**src/addr_gen_pkg.sv**
```systemverilog
// constants and types shared by the circular address generator
package addr_gen_pkg;

  // per-register mode field encodings
  localparam int MODE_W = 2;
  localparam logic [1:0] MODE_LINEAR = 2'h0;
  localparam logic [1:0] MODE_CIRC_FIRST = 2'h1;
  localparam logic [1:0] MODE_CIRC_SECOND = 2'h2;
  localparam logic [1:0] MODE_RESERVED = 2'h3;

  // address mode register layout
  localparam int MODE_FIELDS_PER_SIDE = 4;
  localparam int BLOCK_W = 5;
  localparam int BLOCK_FIRST_POS = 16;
  localparam int BLOCK_SECOND_POS = 21;

  // register numbers with special roles
  localparam logic [4:0] CIRC_REG_LO = 5'h04;
  localparam logic [4:0] CIRC_REG_HI = 5'h07;
  localparam logic [4:0] LONG_BASE_FIRST = 5'h0e;
  localparam logic [4:0] LONG_BASE_SECOND = 5'h0f;

  // offset scaling shifts per access size
  localparam logic [1:0] SHIFT_BYTE = 2'h0;
  localparam logic [1:0] SHIFT_HALF = 2'h1;
  localparam logic [1:0] SHIFT_WORD = 2'h2;
  localparam logic [1:0] SHIFT_DOUBLE = 2'h3;

  // reset value of every data output
  localparam logic [31:0] RESET_WORD = 32'h0000_0000;
  localparam logic [4:0] RESET_REG = 5'h00;

  // element count used by the bare increment and decrement forms
  localparam logic [31:0] UNIT_STEP = 32'h0000_0001;

  typedef enum logic [2:0] {
    OP_OTHER = 3'h0,
    OP_LOAD = 3'h1,
    OP_STORE = 3'h2,
    OP_SCALED_ADD = 3'h3,
    OP_SCALED_SUB = 3'h4
  } op_e;

  typedef enum logic [1:0] {
    SIZE_BYTE = 2'h0,
    SIZE_HALF = 2'h1,
    SIZE_WORD = 2'h2,
    SIZE_DOUBLE = 2'h3
  } size_e;

  typedef enum logic [1:0] {
    OFF_NONE = 2'h0,
    OFF_CONST_FIVE = 2'h1,
    OFF_INDEX = 2'h2,
    OFF_CONST_FIFTEEN = 2'h3
  } offset_src_e;

  typedef enum logic [1:0] {
    MOD_NONE = 2'h0,
    MOD_PRE = 2'h1,
    MOD_POST = 2'h2
  } modify_e;

endpackage

```
**src/circular_address_generator.sv**
```systemverilog
// effective address datapath for one data-path address unit, linear and circular
module circular_address_generator
  import addr_gen_pkg::*;
(
  // clock and reset
  input wire logic i_mclk,
  input wire logic i_rst_b,
  // issued operation
  input wire logic i_valid,
  input wire op_e i_op,
  input wire size_e i_size,
  input wire logic i_subtract,
  input wire offset_src_e i_offset_src,
  input wire modify_e i_modify,
  input wire logic i_unit_side_b,
  // operands from decode and register file
  input wire logic [4:0] i_base_reg_idx,
  input wire logic [31:0] i_base_register_operand,
  input wire logic [31:0] i_index_register_operand,
  input wire logic [4:0] i_unsigned_const_five,
  input wire logic [14:0] i_unsigned_const_fifteen,
  // control state
  input wire logic [31:0] i_address_mode_register,
  // memory access stage
  output logic o_mem_req,
  output logic o_mem_write,
  output logic [31:0] o_mem_address,
  // register write back
  output logic o_wb_en,
  output logic o_wb_side_b,
  output logic [4:0] o_wb_reg_idx,
  output logic [31:0] o_wb_value,
  // status
  output logic o_done,
  output logic o_form_error,
  output logic o_reserved_mode
);

  // scale an operand by the access size
  function automatic logic [31:0] scale(input logic [31:0] v, input size_e sz);
    logic [1:0] sh;
    sh = SHIFT_BYTE;
    unique case (sz)
      SIZE_BYTE: sh = SHIFT_BYTE;
      SIZE_HALF: sh = SHIFT_HALF;
      SIZE_WORD: sh = SHIFT_WORD;
      SIZE_DOUBLE: sh = SHIFT_DOUBLE;
    endcase
    return v << sh;
  endfunction

  // add or subtract with carry cut above the masked low bits
  function automatic logic [31:0] masked_sum(input logic [31:0] base,
                                             input logic [31:0] off,
                                             input logic sub,
                                             input logic [31:0] mask);
    logic [31:0] raw;
    raw = sub ? (base - off) : (base + off);
    return (base & ~mask) | (raw & mask);
  endfunction

  // circular capable registers are 4-7 of the unit's own side
  function automatic logic circ_capable(input logic [4:0] idx);
    return (idx >= CIRC_REG_LO) && (idx <= CIRC_REG_HI);
  endfunction

  // two-bit mode field of a register; side A fields sit below side B fields
  function automatic logic [1:0] mode_field(input logic [31:0] address_mode_register,
                                            input logic side_b,
                                            input logic [4:0] idx);
    logic [31:0] shifted;
    shifted = address_mode_register >> {side_b, idx[1:0], 1'h0};
    return shifted[MODE_W-1:0];
  endfunction

  // ones in bits 0..n; block size is bytes, never scaled by access size
  function automatic logic [31:0] low_mask(input logic [BLOCK_W-1:0] n);
    logic [4:0] sh;
    sh = 5'h1f - n;
    return 32'hffff_ffff >> sh;
  endfunction

  // registered outputs
  logic mem_req_q;
  logic mem_write_q;
  logic wb_en_q;
  logic done_q;
  logic form_error_q;
  logic reserved_mode_q;
  logic [31:0] mem_address_q;
  logic [31:0] wb_value_q;
  logic [4:0] wb_reg_idx_q;
  logic wb_side_b_q;

  // operation class decode
  wire logic is_ldst;
  wire logic is_scaled;
  wire logic uses_modes;
  wire logic op_sub;
  assign is_ldst = (i_op == OP_LOAD) || (i_op == OP_STORE);
  assign is_scaled = (i_op == OP_SCALED_ADD) || (i_op == OP_SCALED_SUB);
  assign uses_modes = is_ldst || is_scaled;
  assign op_sub = is_scaled ? (i_op == OP_SCALED_SUB) : i_subtract;

  // modification decode; the spare code modifies nothing
  wire logic pre_form;
  wire logic post_form;
  wire logic modifies;
  assign pre_form = (i_modify == MOD_PRE);
  assign post_form = (i_modify == MOD_POST);
  assign modifies = pre_form || post_form;

  // address register always sits on the unit's own side
  wire logic circ_reg;
  wire logic circ_eligible;
  wire logic [1:0] reg_mode;
  assign circ_reg = circ_capable(i_base_reg_idx);
  assign circ_eligible = uses_modes && circ_reg;
  assign reg_mode =
    mode_field(i_address_mode_register, i_unit_side_b, i_base_reg_idx);

  wire logic mode_first;
  wire logic mode_second;
  wire logic mode_resv;
  wire logic circular;
  assign mode_first = (reg_mode == MODE_CIRC_FIRST);
  assign mode_second = (reg_mode == MODE_CIRC_SECOND);
  // reserved code falls back to linear so the address stays defined
  assign mode_resv = circ_eligible && (reg_mode == MODE_RESERVED);
  assign circular = circ_eligible && (mode_first || mode_second);

  // block size field picked by the mode
  wire logic [BLOCK_W-1:0] block_first;
  wire logic [BLOCK_W-1:0] block_second;
  wire logic [BLOCK_W-1:0] block_n;
  assign block_first = i_address_mode_register[BLOCK_FIRST_POS +: BLOCK_W];
  assign block_second = i_address_mode_register[BLOCK_SECOND_POS +: BLOCK_W];
  assign block_n = mode_second ? block_second : block_first;

  // an all-ones mask turns the same adder into a plain linear one
  wire logic [31:0] circ_mask;
  wire logic [31:0] lin_mask;
  wire logic [31:0] sum_mask;
  assign circ_mask = low_mask(block_n);
  assign lin_mask = 32'hffff_ffff;
  assign sum_mask = circular ? circ_mask : lin_mask;

  // raw offset operand; bare step forms move by one element
  logic [31:0] raw_offset;
  always_comb begin
    raw_offset = RESET_WORD;
    unique case (i_offset_src)
      OFF_NONE: raw_offset = modifies ? UNIT_STEP : RESET_WORD;
      OFF_CONST_FIVE: raw_offset = {27'h0, i_unsigned_const_five};
      OFF_INDEX: raw_offset = i_index_register_operand;
      OFF_CONST_FIFTEEN: raw_offset = {17'h0, i_unsigned_const_fifteen};
    endcase
  end

  // scaled offset, or scaled first source of a scaled add/sub
  wire logic [31:0] scaled_offset;
  wire logic [31:0] new_address;
  assign scaled_offset = scale(raw_offset, i_size);
  // masking the sum drops any part of the offset beyond the buffer
  assign new_address =
    masked_sum(i_base_register_operand, scaled_offset, op_sub, sum_mask);

  // long-offset form checks
  wire logic long_form;
  wire logic long_base;
  wire logic long_bad;
  wire logic scaled_bad;
  wire logic form_bad;
  assign long_form = is_ldst && (i_offset_src == OFF_CONST_FIFTEEN);
  assign long_base = i_unit_side_b &&
    ((i_base_reg_idx == LONG_BASE_FIRST) || (i_base_reg_idx == LONG_BASE_SECOND));
  assign long_bad = long_form && (!long_base || (i_modify != MOD_NONE));
  // scaled ops only accept register or 5-bit constant first sources
  assign scaled_bad = is_scaled &&
    ((i_offset_src == OFF_NONE) || (i_offset_src == OFF_CONST_FIFTEEN));
  assign form_bad = long_bad || scaled_bad;

  // access address: post forms use the untouched base
  wire logic [31:0] access_address;
  assign access_address = post_form ? i_base_register_operand : new_address;

  // next values of the pulse outputs
  wire logic take;
  wire logic ldst_wb;
  wire logic mem_req_d;
  wire logic mem_write_d;
  wire logic wb_en_d;
  wire logic done_d;
  wire logic form_error_d;
  wire logic reserved_mode_d;
  assign take = i_valid && !form_bad;
  assign ldst_wb = is_ldst && modifies;
  assign mem_req_d = take && is_ldst;
  assign mem_write_d = take && (i_op == OP_STORE);
  assign wb_en_d = take && (ldst_wb || is_scaled);
  assign done_d = i_valid;
  assign form_error_d = i_valid && form_bad;
  assign reserved_mode_d = i_valid && mode_resv;

  // data outputs hold their last value between operations
  wire logic [31:0] mem_address_d;
  wire logic [31:0] wb_value_d;
  wire logic [4:0] wb_reg_idx_d;
  wire logic wb_side_b_d;
  assign mem_address_d = mem_req_d ? access_address : mem_address_q;
  assign wb_value_d = wb_en_d ? new_address : wb_value_q;
  // scaled ops write a destination chosen by decode; the base index stands in
  assign wb_reg_idx_d = wb_en_d ? i_base_reg_idx : wb_reg_idx_q;
  assign wb_side_b_d = wb_en_d ? i_unit_side_b : wb_side_b_q;

  // memory request pulses
  always_ff @(posedge i_mclk or negedge i_rst_b) begin
    if (!i_rst_b) begin
      mem_req_q <= 1'h0;
      mem_write_q <= 1'h0;
    end else begin
      mem_req_q <= mem_req_d;
      mem_write_q <= mem_write_d;
    end
  end

  // write back pulse
  always_ff @(posedge i_mclk or negedge i_rst_b) begin
    if (!i_rst_b) begin
      wb_en_q <= 1'h0;
    end else begin
      wb_en_q <= wb_en_d;
    end
  end

  // status pulses, one cycle after issue; done follows any issue, the error flags only their own case
  always_ff @(posedge i_mclk or negedge i_rst_b) begin
    if (!i_rst_b) begin
      done_q <= 1'h0;
      form_error_q <= 1'h0;
      reserved_mode_q <= 1'h0;
    end else begin
      done_q <= done_d;
      form_error_q <= form_error_d;
      reserved_mode_q <= reserved_mode_d;
    end
  end

  // memory address, moves only with a request
  always_ff @(posedge i_mclk or negedge i_rst_b) begin
    if (!i_rst_b) begin
      mem_address_q <= RESET_WORD;
    end else begin
      mem_address_q <= mem_address_d;
    end
  end

  // write back value
  always_ff @(posedge i_mclk or negedge i_rst_b) begin
    if (!i_rst_b) begin
      wb_value_q <= RESET_WORD;
    end else begin
      wb_value_q <= wb_value_d;
    end
  end

  // write back register number
  always_ff @(posedge i_mclk or negedge i_rst_b) begin
    if (!i_rst_b) begin
      wb_reg_idx_q <= RESET_REG;
    end else begin
      wb_reg_idx_q <= wb_reg_idx_d;
    end
  end

  // write back register side
  always_ff @(posedge i_mclk or negedge i_rst_b) begin
    if (!i_rst_b) begin
      wb_side_b_q <= 1'h0;
    end else begin
      wb_side_b_q <= wb_side_b_d;
    end
  end

  // ports follow the flops directly
  assign o_mem_req = mem_req_q;
  assign o_mem_write = mem_write_q;
  assign o_mem_address = mem_address_q;
  assign o_wb_en = wb_en_q;
  assign o_wb_side_b = wb_side_b_q;
  assign o_wb_reg_idx = wb_reg_idx_q;
  assign o_wb_value = wb_value_q;
  assign o_done = done_q;
  assign o_form_error = form_error_q;
  assign o_reserved_mode = reserved_mode_q;

endmodule

```
**config.mk**
```make
export PLATFORM = sky130hd
export DESIGN_NAME = circular_address_generator
export DESIGN_NICKNAME = d
export VERILOG_FILES = /design/src/addr_gen_pkg.sv /design/src/circular_address_generator.sv
export SDC_FILE = /design/constraint.sdc
export NUM_CORES = 1
export LEC_CHECK = 0
export BUFFER_PORTS_ARGS = -buffer_cell sky130_fd_sc_hd__buf_2
export CORE_MARGIN = 2
export CORE_UTILIZATION = 35
export CTS_CLUSTER_DIAMETER = 200
export CTS_CLUSTER_SIZE = 28
export DETAILED_ROUTE_END_ITERATION = 12
export HOLD_SLACK_MARGIN = 0.02
export PLACE_DENSITY_LB_ADDON = 0.1
export SETUP_SLACK_MARGIN = 0.4
export SYNTH_ARGS = -nofsm -noshare
export SYNTH_HDL_FRONTEND = slang
export SYNTH_SLANG_ARGS = --single-unit
```
**constraint.sdc**
```tcl
create_clock -name i_mclk -period 1.6 [get_ports i_mclk]
set_input_delay 0 -clock i_mclk [delete_from_list [all_inputs] [get_ports i_mclk]]
set_output_delay 0 -clock i_mclk [all_outputs]
set_load 0.01 [all_outputs]
```
==> flow_summary.toml <==
[clock_tree]
cts_buffer_depth = 2
cts_max_level = 3
ctsRootBufferMaster = "clkbuf_16"
clock_sinks = 76
cts_tree = "done"
path_clk_slew_ns = 0.06
clock_latency_ns = 0.35
cts_buffers = 9

[critical_path]
crit_type = "in -> reg"
arrival_ns = 4.59
cp-start-kind = "primary input"
worstPathMaxFanout = 6
crit_path_end_kind = "flop"
cp.required_ns = 1.87

[synth]
synth_seq_cells = 76
synth_area_um2 = 7780
yosysWarnings = 0
syn_inst = 1008
synth_ff_type = "dfrtp_1"
synth_nets = 1184
synth.distinct_cells = 70
async_flop_share_pct = 100
synth_edf_count = 0
syn_avg_cell_area_um2 = 7.72
ys_seq_area_share_pct = 24.5

[die]
core-area_um2 = 21800
start_util_pct = 35.6
die_h_um = 153
rows = 54
die_w_um = 153
io_pins = 211
die-area_um2 = 23400

[power]
ir_drop_mv = 0.600
p_leak_nw = 6.88
power_density_nw_per_um2 = 999

[route]
top_layer = "met4"
drtAntennaViolNets = 0
routed_wl_um = 31200
wl_met2_um = 14400
num_vias = 9704
first_iter_violations = 555
route.detailed.drc = 0
wirelength_met1_um = 14800
drt-vias-per-instance = 5.16
wl_met3_um = 1190
routedWlPerCell_um = 16.6
first_pass_iters = 5

[finish]
finalNetCount = 1771
area_growth_pct = 84.6
final_layout_size_suffix_gt1_share_pct = 55.4
final_common_cell = "buf_4"
n_fill_cell = 1842
utilization_pct = 65.8
final-seq-area_um2 = 1900
final_cell_mix = "buf_4, buf_2, nand2_1"
final_area_um2 = 14400
multiInputGateArea_um2 = 6930

[grt]
grt_overflow = 0
grt_start_max_net_pins = 33
grt_use_total_pct = 25.1
antenna_found_initial = 1
grt_pass1_wl_um = 48400
grt_pass1_vias = 9423

[timing]
finalWorstSetupSlack_ns = -2.72
hold_violations = 0
hold_slack_ns = 0.0153
rsz0062_at_grt = "true"
post-route-period-util_pct = 270
clock_skew_ns = 0
slew_viol_final = 0
timing.slew.headroom_pct = 61.3
setup_viol = 71
tightest_slew_ns = 0.580
final.setup.tns_ns = -143.55
period_minus_slack_ns = 4.32
fmax_mhz = 232

[place]
numPortBuffers = 204
dp_slack_ns = -3.42
place_area_um2 = 11900
dp_hpwl_um = 23800
routabilityCongestion = 0.925

[outcome]
status = "finished with violations"
violations = "negative setup slack"

[flow_run]
maxCapViolations = 0

[min_path]
min_path_type = "in -> reg"
[area by class of cell]
cell class,count,area share [%]
repair buffers,630,32.9
inverters,29,0.932
flip-flops and latches,76,13.2
well taps,280,2.44
multi-input cells,849,48.3
diodes,1,0.0174
clock buffers,9,1.57
clock inverters,6,0.627
[metal layers]
layer  track usage, %  vias up
li1                 -     4911
met1             35.8     4486
met2             40.1      262
met3             2.92       45
met4             7.45        0
met5                0        -
[sequential cells by signal, indices dropped and copies added, names as in the netlist]
| name | count |
|---|---|
| o_done | 1 |
| o_reserved_mode | 1 |
| o_wb_reg_idx | 5 |
| o_wb_en | 1 |
| o_form_error | 1 |
| o_mem_req | 1 |
| o_wb_side_b | 1 |
| o_mem_address | 32 |
| o_mem_write | 1 |
| o_wb_value | 32 |
[report_power, final]
group          leakage (nW)  total [mW]  internal [mW]  switching (mW)
clock                 0.151        2.22           1.36           0.859
combinational          5.79        9.09           4.75            4.34
sequential            0.937        3.03           2.63           0.399
total                  6.88        14.3           8.75            5.60
[per-stage QoR]
stage	cells	total power, mW
after detailed placement	1770	10.1
after floorplan	1008	6.70
after global placement	1770	9.97
after CTS	1848	13.4
final	1880	14.3
after global routing	1880	15.2
[synthesized netlist by cell type, drive strengths merged, types with 16 or more instances]
cell type / count / share of area, %
nand2: 143 / 6.9
o21ai: 102 / 6.6
a21oi: 87 / 5.6
nor2: 79 / 3.8
dfrtp: 76 / 24
ha: 40 / 6.4
mux2i: 40 / 5.1
clkbuf: 38 / 1.8
inv: 28 / 1.4
mux2: 26 / 3.8
xnor2: 23 / 2.6
xor2: 22 / 2.5
a31oi: 18 / 1.4
nor3: 18 / 1.2
o21a: 18 / 1.7
a21o: 17 / 1.6
a22oi: 17 / 1.7
buf: 16 / 1.1
[kinds of logic (layout without fill, tap and decap cells)]
family,after synthesis,in the layout,synth area share (%)
AND/OR/NAND/NOR,337,337,19.8
adder cells (fa/ha/maj),41,41,6.69
other,0,1,0
XOR/XNOR,45,45,5.07
multiplexers,71,71,10.4
AO/OA/AOI/OAI,355,355,29.3
flip-flops,76,76,24.5
buffers and inverters,83,674,4.36
[path summary, 6_finish.rpt]
kind,to,slack (ns),cells past startpoint,start
setup / recovery,o_wb_value[31]$_DFFE_PN0P_,-2.72,25,i_offset_src[0]
hold / removal,o_mem_write$_DFF_PN0_,0.02,4,i_valid
setup reg to reg,o_mem_address[28]$_DFFE_PN0P_,0.75,2,o_mem_address[28]$_DFFE_PN0P_
hold reg to reg,o_wb_value[15]$_DFFE_PN0P_,0.47,2,o_wb_value[15]$_DFFE_PN0P_
max in group asynchronous,o_wb_value[12]$_DFFE_PN0P_,0.86,3,i_rst_b
min in group asynchronous,o_mem_address[29]$_DFFE_PN0P_,0.15,2,i_rst_b
[repair_timing]
action / in CTS / in global routing
pin swaps: 124 / 115
setup buffers: 51 / 31
endpoints found under the hold margin: 70 / 0
hold buffers: 9 / 0
cloned: 3 / 0
endpoints found under the setup margin: 73 / 73
gates resized for setup: 191 / 125
[worst max-delay path, stage by stage]
cell and delay [ns]:
buf_12 0.11, inv_12 0.03, ha_4 0.17, a222oi_1 0.32, buf_4 0.18, buf_4 0.09, buf_4 0.12, o211a_1 0.15
o21a_1 0.18, o211a_1 0.20, nand3b_1 0.13, buf_6 0.17, nor3_4 0.13, a21oi_2 0.08, o32a_1 0.35, ha_4 0.30
and3_4 0.17, nand4_1 0.17, nor2_2 0.20, nor4_4 0.07, o2111ai_2 0.26, a21oi_2 0.13, o21a_1 0.21, or4_1 0.50
a31oi_1 0.17
Note: power is estimated with default switching activity, not from simulation.
